## config.mk

```make
export PLATFORM = sky130hd
export DESIGN_NAME = sac_ctrl
export DESIGN_NICKNAME = d
export VERILOG_FILES = /design/src/hdl/sac_pkg.sv /design/src/hdl/sac_buf_if.sv /design/src/hdl/sac_buf.sv /design/src/hdl/sac_ctrl.sv
export SDC_FILE = /design/constraint.sdc
export NUM_CORES = 1
export LEC_CHECK = 0
export BUFFER_PORTS_ARGS = -buffer_cell sky130_fd_sc_hd__buf_2
export CORE_UTILIZATION = 50
export DETAILED_ROUTE_END_ITERATION = 8
export GPL_TIMING_DRIVEN = 0
export PLACE_DENSITY = 0.69
export SLEW_MARGIN = 20
export SYNTH_ARGS = -nofsm -noshare
export SYNTH_HDL_FRONTEND = slang
export SYNTH_SLANG_ARGS = --single-unit
export TNS_END_PERCENT = 5
```

## constraint.sdc

```tcl
create_clock -name mclk -period 1.92 [get_ports mclk]
set_input_delay 0.192 -clock mclk [delete_from_list [all_inputs] [get_ports mclk]]
set_output_delay 0.192 -clock mclk [all_outputs]
set_load 0.02 [all_outputs]
```

## src/hdl/sac_pkg.sv

```systemverilog
package sac_pkg;

	// timing
	localparam int CLK_NS      = 20;
	localparam int CONV_MAX_NS = 6000;
	localparam int CONV_CYC_I  = CONV_MAX_NS / CLK_NS;
	localparam int CONV_W      = 9;
	localparam logic [CONV_W-1:0] CONV_CYC = CONV_W'(CONV_CYC_I);
	// pend, push and load cycles before the strobe rises
	localparam int CONV_TAIL   = 3;
	localparam logic [CONV_W-1:0] CONV_DONE = CONV_W'(CONV_CYC_I - CONV_TAIL);
	localparam int CAL_DEFAULT = 80000;
	localparam int CAL_W       = 17;

	// control byte, held as 7 bits after the seventh rising edge
	localparam int CB_POL = 5;
	localparam int CB_CLK = 4;
	localparam int CB_MH  = 3;
	localparam int CB_ML  = 2;
	localparam logic [6:0] CB_FIRST  = 7'h01;
	localparam logic [3:0] CTRL_BITS = 4'h7;
	localparam logic [3:0] BIT_ONE   = 4'h1;
	localparam logic [3:0] MODE_KNOWN = 4'h5;

	// mode field
	localparam logic [1:0] MODE_SHORT = 2'h0;
	localparam logic [1:0] MODE_CAL   = 2'h1;
	localparam logic [1:0] MODE_DOWN  = 2'h2;
	localparam logic [1:0] MODE_LONG  = 2'h3;

	// acquisition and external conversion, in serial clock falls
	localparam logic [4:0] ACQ_SHORT = 5'h06;
	localparam logic [4:0] ACQ_LONG  = 5'h0E;
	localparam logic [4:0] EXT_SHORT = 5'h00;
	localparam logic [4:0] EXT_LONG  = 5'h08;

	// result word
	localparam int RES_W  = 14;
	localparam int WORD_W = 16;
	localparam logic [3:0] SHIFT_LAST = 4'hF;

	// reset values
	localparam logic [2:0] PORT_RST = 3'h0;
	localparam logic       POL_RST  = 1'b0;
	localparam logic       CLK_RST  = 1'b1;
	// pin idle levels: shutdown, data, select, clock
	localparam logic [3:0] SYNC_RST = 4'hA;

	typedef enum logic [4:0] {
		ST_IDLE = 5'h01,
		ST_CTRL = 5'h02,
		ST_CONV = 5'h04,
		ST_CAL  = 5'h08,
		ST_DOWN = 5'h10
	} sac_state_t;

endpackage : sac_pkg

```

## src/hdl/sac_buf_if.sv

```systemverilog
`timescale 1ns/10ps
interface sac_buf_if;
	import sac_pkg::*;
	logic              wr_valid;
	logic              wr_ready;
	logic [WORD_W-1:0] wr_data;
	logic              rd_valid;
	logic              rd_ready;
	logic [WORD_W-1:0] rd_data;
	modport store (input wr_valid, wr_data, rd_ready, output wr_ready, rd_valid, rd_data);
	modport user (output wr_valid, wr_data, rd_ready, input wr_ready, rd_valid, rd_data);
endinterface : sac_buf_if

```

## src/hdl/sac_buf.sv

```systemverilog
`timescale 1ns/10ps
module sac_buf
	import sac_pkg::*;
(
	// clock and reset
	input wire logic mclk,
	input wire logic rstn,
	// both sides
	sac_buf_if.store b
);

	logic [WORD_W-1:0] mem [2];
	logic              wr_ptr;
	logic              rd_ptr;
	logic [1:0]        fill;
	wire               do_wr;
	wire               do_rd;

	assign b.wr_ready = (fill != 2'h2);
	assign b.rd_valid = (fill != 2'h0);
	assign b.rd_data  = mem[rd_ptr];
	assign do_wr      = b.wr_valid & b.wr_ready;
	assign do_rd      = b.rd_valid & b.rd_ready;

	always_ff @(posedge mclk or negedge rstn) begin
		if (!rstn) begin
			wr_ptr <= 1'b0;
			rd_ptr <= 1'b0;
			fill   <= 2'h0;
		end else begin
			if (do_wr)
				wr_ptr <= ~wr_ptr;
			if (do_rd)
				rd_ptr <= ~rd_ptr;
			fill <= fill + {1'b0, do_wr} - {1'b0, do_rd};
		end
	end

	always_ff @(posedge mclk) begin
		if (do_wr)
			mem[wr_ptr] <= b.wr_data;
	end

endmodule : sac_buf

```

## src/hdl/sac_ctrl.sv

```systemverilog
`timescale 1ns/10ps
module sac_ctrl
	import sac_pkg::*;
#(
	parameter int CAL_CYCLES = CAL_DEFAULT
) (
	// clock and reset
	input  wire logic             mclk,
	input  wire logic             rstn,
	// serial pins
	input  wire logic             cs_n,
	input  wire logic             sclk,
	input  wire logic             din,
	input  wire logic             shutdown_pin_n,
	output logic                  dout,
	output logic                  dout_oe,
	output logic                  conversion_strobe_out,
	output logic                  conversion_strobe_oe,
	// user outputs
	output logic                  user_out_2,
	output logic                  user_out_1,
	output logic                  user_out_0,
	// converter core
	input  wire logic [RES_W-1:0] core_code,
	output logic                  polarity_select,
	output logic                  clock_source_select,
	output logic                  acquiring,
	output logic                  calibrating,
	output logic                  powered_down,
	output logic                  cal_defaults_load
);

	sac_state_t          state;
	sac_state_t          next_state;
	logic [3:0]          s1, s2, s3, filt;
	logic                sclk_q, cs_q;
	logic [6:0]          cbyte;
	logic [3:0]          bitcnt;
	logic                armed, await_p0, long_q, down_q, pend;
	logic [4:0]          acq_cnt, ext_cnt;
	logic [CONV_W-1:0]   conv_cnt;
	logic [CAL_W-1:0]    cal_cnt;
	logic [WORD_W-1:0]   sh;
	logic [3:0]          shcnt;
	logic [2:0]          port;
	logic [WORD_W-1:0]   word;
	sac_buf_if           bq ();

	// pin synchronisers
	wire [3:0] pins = {shutdown_pin_n, din, cs_n, sclk};
	for (genvar i = 0; i < 4; i++) begin : g_sync
		always_ff @(posedge mclk or negedge rstn) begin
			if (!rstn) begin
				s1[i]   <= SYNC_RST[i];
				s2[i]   <= SYNC_RST[i];
				s3[i]   <= SYNC_RST[i];
				filt[i] <= SYNC_RST[i];
			end else begin
				s1[i] <= pins[i];
				s2[i] <= s1[i];
				s3[i] <= s2[i];
				if (s2[i] == s3[i])
					filt[i] <= s3[i];
			end
		end
	end

	// decode
	wire sclk_f   = filt[0];
	wire cs_f     = filt[1];
	wire din_f    = filt[2];
	wire shutdown_pin_n_f   = filt[3];
	wire rise     = sclk_f & ~sclk_q & ~cs_f;
	wire fall     = ~sclk_f & sclk_q & ~cs_f;
	wire cs_fall  = cs_q & ~cs_f;
	wire idle_lk  = (state == ST_IDLE) | (state == ST_DOWN);
	wire busy     = (state == ST_CONV) | (state == ST_CAL);
	wire start_ok = rise & din_f & ((idle_lk & ~await_p0) | (busy & armed));
	wire ctrl_done = (state == ST_CTRL) & fall & (bitcnt == CTRL_BITS);
	wire [1:0] mode = cbyte[CB_MH:CB_ML];
	wire [6:0] cb_align = cbyte << (CTRL_BITS - bitcnt);
	wire [1:0] mode_now = cb_align[CB_MH:CB_ML];
	wire new_long = (mode_now == MODE_LONG) | ((mode_now == MODE_DOWN) & long_q);
	wire acq_long = (bitcnt >= MODE_KNOWN) ? new_long : long_q;
	wire [4:0] acq_lim = acq_long ? ACQ_LONG : ACQ_SHORT;
	wire [4:0] ext_lim = long_q ? EXT_LONG : EXT_SHORT;
	wire conv_end = (state == ST_CONV) & ~pend &
		(clock_source_select ? (conv_cnt >= CONV_DONE) : (ext_cnt >= ext_lim));
	wire cal_end  = (state == ST_CAL) & (cal_cnt == CAL_W'(CAL_CYCLES));
	wire cal_stop = (state == ST_CAL) & (cal_end | ~shutdown_pin_n_f | start_ok);
	wire push     = bq.wr_valid & bq.wr_ready;
	wire load     = bq.rd_valid & bq.rd_ready;

	// result coding
	assign word = polarity_select ? {core_code, 2'h0}
		: {~core_code[RES_W-1], core_code[RES_W-2:0], 2'h0};
	assign bq.wr_valid = pend;
	assign bq.rd_ready = (shcnt == 4'h0);

	sac_buf u_buf (
		.mclk (mclk),
		.rstn (rstn),
		.b    (bq.store)
	);

	// framing sequence
	always_comb begin
		next_state = state;
		case (state)
			ST_IDLE, ST_DOWN: begin
				if (start_ok)
					next_state = ST_CTRL;
			end
			ST_CTRL: begin
				if (ctrl_done)
					next_state = (mode == MODE_CAL) ? ST_CAL : ST_CONV;
			end
			ST_CONV: begin
				if (start_ok)
					next_state = ST_CTRL;
				else if (push)
					next_state = down_q ? ST_DOWN : ST_IDLE;
			end
			ST_CAL: begin
				if (start_ok)
					next_state = ST_CTRL;
				else if (cal_stop)
					next_state = ST_IDLE;
			end
			default: next_state = ST_IDLE;
		endcase
	end

	always_ff @(posedge mclk or negedge rstn) begin
		if (!rstn) begin
			state        <= ST_IDLE;
			calibrating  <= 1'b0;
			powered_down <= 1'b0;
		end else begin
			state        <= next_state;
			calibrating  <= (next_state == ST_CAL);
			powered_down <= (next_state == ST_DOWN);
		end
	end

	// edges and control byte capture
	always_ff @(posedge mclk or negedge rstn) begin
		if (!rstn) begin
			sclk_q <= 1'b0;
			cs_q   <= 1'b1;
			cbyte  <= 7'h00;
			bitcnt <= 4'h0;
			armed  <= 1'b0;
		end else begin
			sclk_q <= sclk_f;
			cs_q   <= cs_f;
			if (start_ok) begin
				cbyte  <= CB_FIRST;
				bitcnt <= BIT_ONE;
			end else if ((state == ST_CTRL) & rise & (bitcnt != CTRL_BITS)) begin
				cbyte  <= {cbyte[5:0], din_f};
				bitcnt <= bitcnt + BIT_ONE;
			end
			if (cs_fall)
				armed <= 1'b1;
			else if (start_ok)
				armed <= 1'b0;
		end
	end

	// configuration and user port
	always_ff @(posedge mclk or negedge rstn) begin
		if (!rstn) begin
			polarity_select     <= POL_RST;
			clock_source_select <= CLK_RST;
			port                <= PORT_RST;
			long_q              <= 1'b0;
			down_q              <= 1'b0;
			await_p0            <= 1'b0;
		end else begin
			if ((state == ST_CTRL) & rise & (bitcnt == BIT_ONE))
				polarity_select <= din_f;
			if (ctrl_done) begin
				clock_source_select <= cbyte[CB_CLK];
				long_q              <= new_long;
				down_q              <= (mode == MODE_DOWN);
			end
			if (start_ok)
				await_p0 <= 1'b0;
			else if (ctrl_done)
				await_p0 <= 1'b1;
			else if (rise & await_p0) begin
				port     <= {cbyte[1:0], din_f};
				await_p0 <= 1'b0;
			end
		end
	end

	assign user_out_2 = port[2];
	assign user_out_1 = port[1];
	assign user_out_0 = port[0];

	// acquisition window
	always_ff @(posedge mclk or negedge rstn) begin
		if (!rstn) begin
			acquiring <= 1'b0;
			acq_cnt   <= 5'h00;
		end else if (start_ok) begin
			acquiring <= 1'b1;
			acq_cnt   <= 5'h00;
		end else if (acquiring & fall) begin
			acq_cnt <= acq_cnt + 5'h01;
			if (acq_cnt + 5'h01 == acq_lim)
				acquiring <= 1'b0;
		end
	end

	// conversion and calibration timing
	always_ff @(posedge mclk or negedge rstn) begin
		if (!rstn) begin
			conv_cnt <= '0;
			ext_cnt  <= 5'h00;
			cal_cnt  <= '0;
			pend     <= 1'b0;
		end else begin
			if (ctrl_done) begin
				conv_cnt <= '0;
				ext_cnt  <= 5'h00;
				cal_cnt  <= '0;
			end else begin
				if ((state == ST_CONV) & ~pend & clock_source_select & ~conv_end)
					conv_cnt <= conv_cnt + CONV_W'(1);
				if ((state == ST_CONV) & fall)
					ext_cnt <= ext_cnt + 5'h01;
				if (state == ST_CAL)
					cal_cnt <= cal_cnt + CAL_W'(1);
			end
			if (conv_end)
				pend <= 1'b1;
			else if (push | start_ok)
				pend <= 1'b0;
		end
	end

	// stored result, hold until the buffer takes it
	logic [WORD_W-1:0] pend_word;
	always_ff @(posedge mclk or negedge rstn) begin
		if (!rstn)
			pend_word <= '0;
		else if (conv_end)
			pend_word <= word;
	end
	assign bq.wr_data = pend_word;

	// strobe
	always_ff @(posedge mclk or negedge rstn) begin
		if (!rstn) begin
			conversion_strobe_out <= 1'b1;
			conversion_strobe_oe  <= 1'b1;
		end else begin
			conversion_strobe_oe <= clock_source_select | ~cs_f;
			if (ctrl_done)
				conversion_strobe_out <= (mode == MODE_CAL) & ~cbyte[CB_CLK];
			else if (cal_stop)
				conversion_strobe_out <= clock_source_select;
			else if (load)
				conversion_strobe_out <= 1'b1;
			else if (~clock_source_select & fall & (state != ST_CAL))
				conversion_strobe_out <= 1'b0;
		end
	end

	// output shifter
	always_ff @(posedge mclk or negedge rstn) begin
		if (!rstn) begin
			sh      <= '0;
			shcnt   <= 4'h0;
			dout_oe <= 1'b0;
		end else begin
			dout_oe <= ~cs_f;
			if (load) begin
				sh    <= bq.rd_data;
				shcnt <= SHIFT_LAST;
			end else if (fall & (shcnt != 4'h0)) begin
				sh    <= {sh[WORD_W-2:0], 1'b0};
				shcnt <= shcnt - 4'h1;
			end
		end
	end
	assign dout = sh[WORD_W-1];

	// reset pulse to the calibration store
	always_ff @(posedge mclk or negedge rstn) begin
		if (!rstn)
			cal_defaults_load <= 1'b1;
		else
			cal_defaults_load <= 1'b0;
	end

	// checks
	strobe_float_a: assert property (@(posedge mclk) disable iff (!rstn)
		(!clock_source_select && cs_f && $stable(clock_source_select)) |=> !conversion_strobe_oe)
		else $error("strobe driven with chip select high in external mode");

	strobe_driven_a: assert property (@(posedge mclk) disable iff (!rstn)
		(clock_source_select && $stable(clock_source_select)) |=> conversion_strobe_oe)
		else $error("strobe released in internal mode");

	sclk_ignored_a: assert property (@(posedge mclk) disable iff (!rstn)
		cs_f |=> $stable(cbyte) && $stable(acq_cnt) && $stable(ext_cnt))
		else $error("serial clock used with chip select high");

	conv_bound_a: assert property (@(posedge mclk) disable iff (!rstn)
		(state == ST_CONV && clock_source_select) |-> conv_cnt <= CONV_DONE)
		else $error("internal conversion overran");

	start_only_a: assert property (@(posedge mclk) disable iff (!rstn)
		(state == ST_IDLE && !rise) |=> state == ST_IDLE)
		else $error("left idle without a start bit");

	port_update_a: assert property (@(posedge mclk) disable iff (!rstn)
		(port != $past(port)) |-> $past(await_p0 && rise))
		else $error("user outputs changed outside a control byte");

	msb_shown_a: assert property (@(posedge mclk) disable iff (!rstn)
		load |=> dout == $past(bq.rd_data[WORD_W-1]) && shcnt == SHIFT_LAST)
		else $error("msb not presented on load");

	cal_strobe_a: assert property (@(posedge mclk) disable iff (!rstn)
		(state == ST_CAL && $past(state == ST_CAL))
		|-> conversion_strobe_out == !clock_source_select)
		else $error("calibration strobe level wrong");

	coding_a: assert property (@(posedge mclk) disable iff (!rstn)
		conv_end |=> pend_word[WORD_W-1] ==
			($past(polarity_select) ? $past(core_code[RES_W-1]) : !$past(core_code[RES_W-1])))
		else $error("result coding wrong");

	cal_abort_a: assert property (@(posedge mclk) disable iff (!rstn)
		(state == ST_CAL && !shutdown_pin_n_f) |=> state != ST_CAL)
		else $error("calibration kept running in shutdown");

endmodule : sac_ctrl

```

Yosys cells after proc, flatten, opt, wreduce, memory -nomap -nowiden. Memory sizes are Yosys's and may differ from the RTL's. Index checks and enable logic that the tools add are counted.

Register bits: 127. RAM bits: 32. Bits of input ports: 20. Output and inout bits: 13. Word-level logic and storage cells: 197. Memories kept: 1.

$add $sub $neg: 9. Magnitude comparators: 3. Equal/unequal tests: 22. Shift-type cells: 1. Multiplexer cells: 46. Bitwise gates (word level): 52. Reduce and logical (&&, ||, !) cells: 17.

Memory list: u_buf.mem (depth 2, bits a word 16, read ports 1, clocked after memory_dff 0, write ports 1, RTL line sac_buf.sv:12) `logic [WORD_W-1:0] mem [2];`.

Operators by type and width (count): $mux W5 (11); $mux W16 (3); $mux W17 (2); $and A1 B1 Y1 (30); $mux W4 (7); $pmux W5 S4 (1); $reduce_bool A2 Y1 (10); $mux W1 (18); $mux W9 (2); $add A17 B1 Y17 const B (1); $eq A17 B17 Y1 const B (1); $mux W7 (2); $not A1 Y1 (14); $add A5 B1 Y5 const B (2); $eq A5 B4 Y1 const B (2); $eq A5 B5 Y1 const B (2); $add A9 B1 Y9 const B (1); $ge A9 B9 Y1 const B (1); $or A1 B1 Y1 (8); $reduce_bool A4 Y1 (2); $shl A7 B4 Y4 (1); $eq A2 B2 Y1 const B (3); $eq A5 B1 Y1 const B (1); $eq A5 B2 Y1 const B (1); 21 further kinds (24).

Logic depth before layout (Yosys ltp).
Depth in word-level cells: 11. Depth in mapped cells: 9. Mapped depth without buffers: 9.

Cells and area by module. A second synthesis with hierarchy kept.

Cell total of the unflattened synthesis: 570. Area, all modules: 6890.4 um2.

Modules (own cells, without submodules): sac_ctrl (instances 1, cells an instance 503, area each 5527.8 um2, sequential area each 2995.4 um2); sac_buf (instances 1, cells an instance 67, area each 1362.6 um2, sequential area each 1061.0 um2).

Worst setup path before layout. OpenSTA, ideal clock, no wires.

Path kind: reg-to-reg. From: register conv_cnt[0]. To: register pend_word[10], in the netlist bq.wr_data[10]. Arrival time: 1.966 ns. Data required time: 1.795 ns. Path slack: -0.171 ns. Cell stages (with the launch flop): 7. Path buffers: 1. Period minus slack after synthesis: 2.091 ns. Cells stage by stage: dfrtp_1 > ha_1 > o41ai_1 > a22oi_1 > nand4_2 > buf_2 > mux2_2.

Longest elaborated chain between the ends: 3.

Ends and longest elaborated chain: from (decl) (RTL line sac_ctrl.sv:41) `logic [CONV_W-1:0] conv_cnt;`; from (signal assigned) (RTL line sac_ctrl.sv:232) `conv_cnt <= conv_cnt + CONV_W'(1);`; $ge A9 B9 Y1 (RTL line sac_ctrl.sv:88) `(clock_source_select ? (conv_cnt >= CONV_DONE) : (ext_cnt >= ext_lim));`; $mux W1 (RTL line sac_ctrl.sv:88); $and A1 B1 Y1 (RTL line sac_ctrl.sv:87) `wire conv_end = (state == ST_CONV) & ~pend &`; to (signal assigned) (RTL line sac_ctrl.sv:251) `pend_word <= word;`; to (decl) (RTL line sac_ctrl.sv:246) `logic [WORD_W-1:0] pend_word;`.

No other way between the ends. A chain may end at the register's enable or synchronous reset.

Worst setup path in the final report.
From: register state[4]. To: register conversion_strobe_out.

Longest elaborated chain between the ends: 9. Elaborated cells between the ends (all ways): 22. Those cells by class: eq/ne (6); mux (2); bitwise (13); reduce/logical (1).

Ends and longest elaborated chain: from (decl) (RTL line sac_ctrl.sv:33) `sac_state_t state;`; from (signal assigned) (RTL line sac_ctrl.sv:140) `state <= next_state;`; $eq A5 B1 Y1, or another cell as far along (RTL line sac_ctrl.sv:76) `wire idle_lk = (state == ST_IDLE) | (state == ST_DOWN);`; $or A1 B1 Y1 (on tied branches) (RTL line sac_ctrl.sv:76, sac_ctrl.sv:77); $and A1 B1 Y1 (RTL line sac_ctrl.sv:78) `wire start_ok = rise & din_f & ((idle_lk & ~await_p0) | (busy & armed));`; $or A1 B1 Y1 (RTL line sac_ctrl.sv:78); $and A1 B1 Y1 (RTL line sac_ctrl.sv:78); $or A1 B1 Y1 (RTL line sac_ctrl.sv:90) `wire cal_stop = (state == ST_CAL) & (cal_end | ~shutdown_pin_n_f | start_ok);`; $and A1 B1 Y1 (RTL line sac_ctrl.sv:90); $mux W1 (RTL line sac_ctrl.sv:264) `else if (cal_stop)`; $mux W1 (RTL line sac_ctrl.sv:262) `if (ctrl_done)`; to (signal assigned) (RTL line sac_ctrl.sv:263) `conversion_strobe_out <= (mode == MODE_CAL) & ~cbyte[CB_CLK];`; to (signal assigned) (RTL line sac_ctrl.sv:265) `conversion_strobe_out <= clock_source_select;`; to (decl) (RTL line sac_ctrl.sv:17) `output logic conversion_strobe_out,`.

Several ways; a longest one is shown, not always the timed one.

==> impl_results.md <==
* WP buf/inv at 1
* Dominant cell type by area after synthesis: dfrtp_1
* Vias per cell at 5.49
* Placed Area at 0.00699 mm^2
* Mean Syn Cell Area at 11.9 um^2
* Crit path time final at 1990 ps
* Worst slew margin at 50.4%
* Syn. warnings at 0
* Final core occ at 63.4%
* Longest Clk Path Bufs at 2
* CP Launch Type: register
* Commonest register cell after synthesis: dfrtp_1
* Max_cap viols at 0
* Critical Path RT at 2260 ps
* Top-count cell post-synth: dfrtp_1
* P_leak at 3.51 nW
* Crit Reg-Reg Endpoint: conversion_strobe_out
* Most frequent cells after synthesis: dfrtp_1 (107), nor2_1 (64), nand2_1 (42), edfxtp_1 (28), xnor2_1 (26)
* Reg2reg path depth at 6
* Core ar. at 0.0127 mm^2
* Initial DRC count at 207
* Top delay family on crit path: compound AO/OA/AOI/OAI gates
* Multi-input logic area at 0.00272 mm^2
* Power per Cell Area at 958 mW/mm^2
* Register area at 0.00389 mm^2
* Worst r2r src: state[4]
* Largest net degree at the start of global routing at 69
* Hold path start: core_code[0]
* Placer Congestion at 0.878
* Worst Path Arrival at 2330 ps
* Share of layout cells above drive strength 1 at 26.9%
* Post-route cell area at 0.00804 mm^2
* Ant. Diodes at 0
* Die Ht at 116 um
* Die area at 0.0135 mm^2
* Syn Nets at 586
* CP max-delay cell: or4_1
* Total grt overflow at 0
* Crit path cell chain: buf_4, xnor2_1, or4_1, o221ai_2, a2111oi_0, a211oi_1
* Starting Density at 51.6%
* Synth top area cells: dfrtp_1 (41%), edfxtp_1 (13%), dfstp_2 (5.6%)
* Final setup viols at 13
* R2R Setup Slk at -70 ps
* Maximum single-stage delay on the critical path at 520 ps
* Layout area overhead at 22.9%
* Rows at 41
* Port Buffers at 32
* EDFF count, synth at 28
* IR drop worst, VDD at 0.772 mV
* RSZ-0062 raised after global routing: yes
* First-pass GRT wire length at 21,900 um
* Tot GR Track Use at 21.7%
* Worst skew pair latency at 420 ps
* Pre-CTS WS at -476 ps
* Critical path endpoint category: register
* Nets at 667
* CTS buffer count at 17
* Vias post-DR at 4,479
* DRC viols at 0
* Kind of critical path: reg -> reg
* CP Max Fanout at 4
* Reg clk slew, reported paths at 60 ps
* Period utilisation layout at 104%
* Max Fclk at 502 MHz
* Cell area after synthesis at 0.00654 mm^2
* HPWL Detailed at 8590 um
* Drt total wl at 13,300 um
* # clock sinks at 149
* Post-synthesis async set-or-reset flop share at 81.2%
* HP Class: in -> reg
* Top cell type's share of synthesized area at 40.9%
* Vias in the first global route at 4,438
* Ports at 33
* Mapped Cells at 550
* #FFs+latches synth at 149
* Filler cells at 965
* Setup ws final at -71.7 ps
* Design Power at 0.00770 W
* Worst Skew at 8.18 ps
* Final Slew Violations at 0
* Non-Filler Instances at 816
* Placed insts at 755
* Fin. Hold Viols at 0
* Run status: finished, violations left
* CTS tree: built
* Hold depth at 2
* Wirelength per Cell at 16.2 um
* CTS Root Cell: clkbuf_16
* Routed Antenna Nets at 0
* WHS Endpoint: bq.wr_data[2]
* Failing checks: setup timing
* H-tree levels at 4
* DR pass1 iterations at 4
* Yosys cell types at 61
* Sequential share of the synthesized area at 59.4%
* Die Width at 116 um
* Antenna violations before repair at 0
* Worst slew pin tran at 743 ps
-- final cells by class --
| cell class | instances | share of cell area [%] |
|---|---|---|
| well taps | 172 | 2.68 |
| inverters | 21 | 0.981 |
| clock inverters | 12 | 1.15 |
| clock buffers | 20 | 5.68 |
| repair buffers | 66 | 6.03 |
| multi-input cells | 360 | 33.8 |
| flip-flops and latches | 149 | 48.4 |
| plain buffers | 16 | 1.23 |
-- worst max-delay path by stage --
| stage | startpoint | end | slack [ps] | cells after the start |
|---|---|---|---|---|
| floorplan | sclk_f | sh[10] | -60 | 6 |
| global placement | rstn | cbyte[1] | -870 | 1 |
| detailed placement | state[1] | cbyte[1] | -480 | 7 |
| CTS | state[4] | conv_cnt[6] | -90 | 6 |
| global route | state[1] | bitcnt[2] | -140 | 7 |
| finish | state[4] | conversion_strobe_out | -70 | 6 |
-- kinds of logic after synthesis --
group / share of synthesized area (%)
adders and majority gates: 3.67
DFF: 59.4
buffers and inverters: 2.47
AOI/OAI and AO/OA: 6.97
and+or+nand+nor: 15.3
muxes: 6.58
other: 0.0574
xor gates and xnor gates: 5.49
-- report_power, final --
| part | switching [W] | internal [W] | total, W |
|---|---|---|---|
| Sequential | 0.000224 | 0.00348 | 0.00371 |
| Combinational | 0.000479 | 0.000448 | 0.000926 |
| Clock | 0.00133 | 0.00174 | 0.00307 |
| Total | 0.00203 | 0.00567 | 0.00770 |
-- layer usage --
layer  track usage [%]  vias up  part of all wire [%]
li1                  -     2118                     -
met1              28.8     2241                    46
met2              34.0       97                    48
met3              5.19       23                   3.9
met4              9.66        0                   2.1
met5                 0        -                     0
-- repair_timing --
item,in CTS,in global routing
resized for setup,46,18
hold buffers,14,0
pin swaps,9,9
cloned,0,0
setup buffers,10,9
endpoints found under the setup margin,94,75
hold endpoints to repair,59,0
-- cell usage in the layout, fill, tap and decap left out, types with 4 or more instances in the layout --
cell type / instances
clkbuf_2: 7
buf_4: 18
mux2_2: 16
xor2_1: 15
xnor2_1: 26
nor2b_1: 4
inv_1: 21
o21ai_0: 9
mux2i_1: 25
edfxtp_1: 28
nand3_1: 15
nand2b_1: 8
buf_2: 35
a221o_1: 12
dfrtp_1: 102
nor4_4: 4
a211oi_1: 4
nor2_1: 58
dfrtp_2: 5
buf_6: 4
nand4_1: 10
nand2_1: 42
dfstp_2: 14
ha_1: 15
nor3b_1: 6
nor3_1: 4
clkbuf_16: 17
maj3_1: 4
nor2_2: 7
and3_1: 7
inv_6: 5
a21oi_1: 10
dlygate4sd3_1: 14
-- state kept, by name, indices dropped and copies added, names as in the netlist, 5 cells and up --
signal	flops
conv_cnt	9
state	5
bq.wr_data	14
cal_cnt	17
cbyte	5
sh	14
ext_cnt	5
u_buf.mem	28
acq_cnt	5
-- worst reg2reg max path, delay by kind of cell (launching register included) --
| kind | cells | cell delay [ps] |
|---|---|---|
| AO/OA/AOI/OAI | 3 | 620 |
| XOR/XNOR | 1 | 160 |
| buffers and inverters | 1 | 160 |
| flip-flops | 1 | 440 |
| AND/OR/NAND/NOR | 1 | 520 |
-- metrics by stage --
| step | hold WS [ps] | setup TNS [ps] |
|---|---|---|
| floorplan | -104 | -951 |
| global placement | 298 | -118760 |
| detailed placement | 179 | -28240 |
| CTS | 3.37 | -875 |
| global route | 15.2 | -3090 |
| finish | 18.6 | -616 |
(Power assumes the default switching activity.)
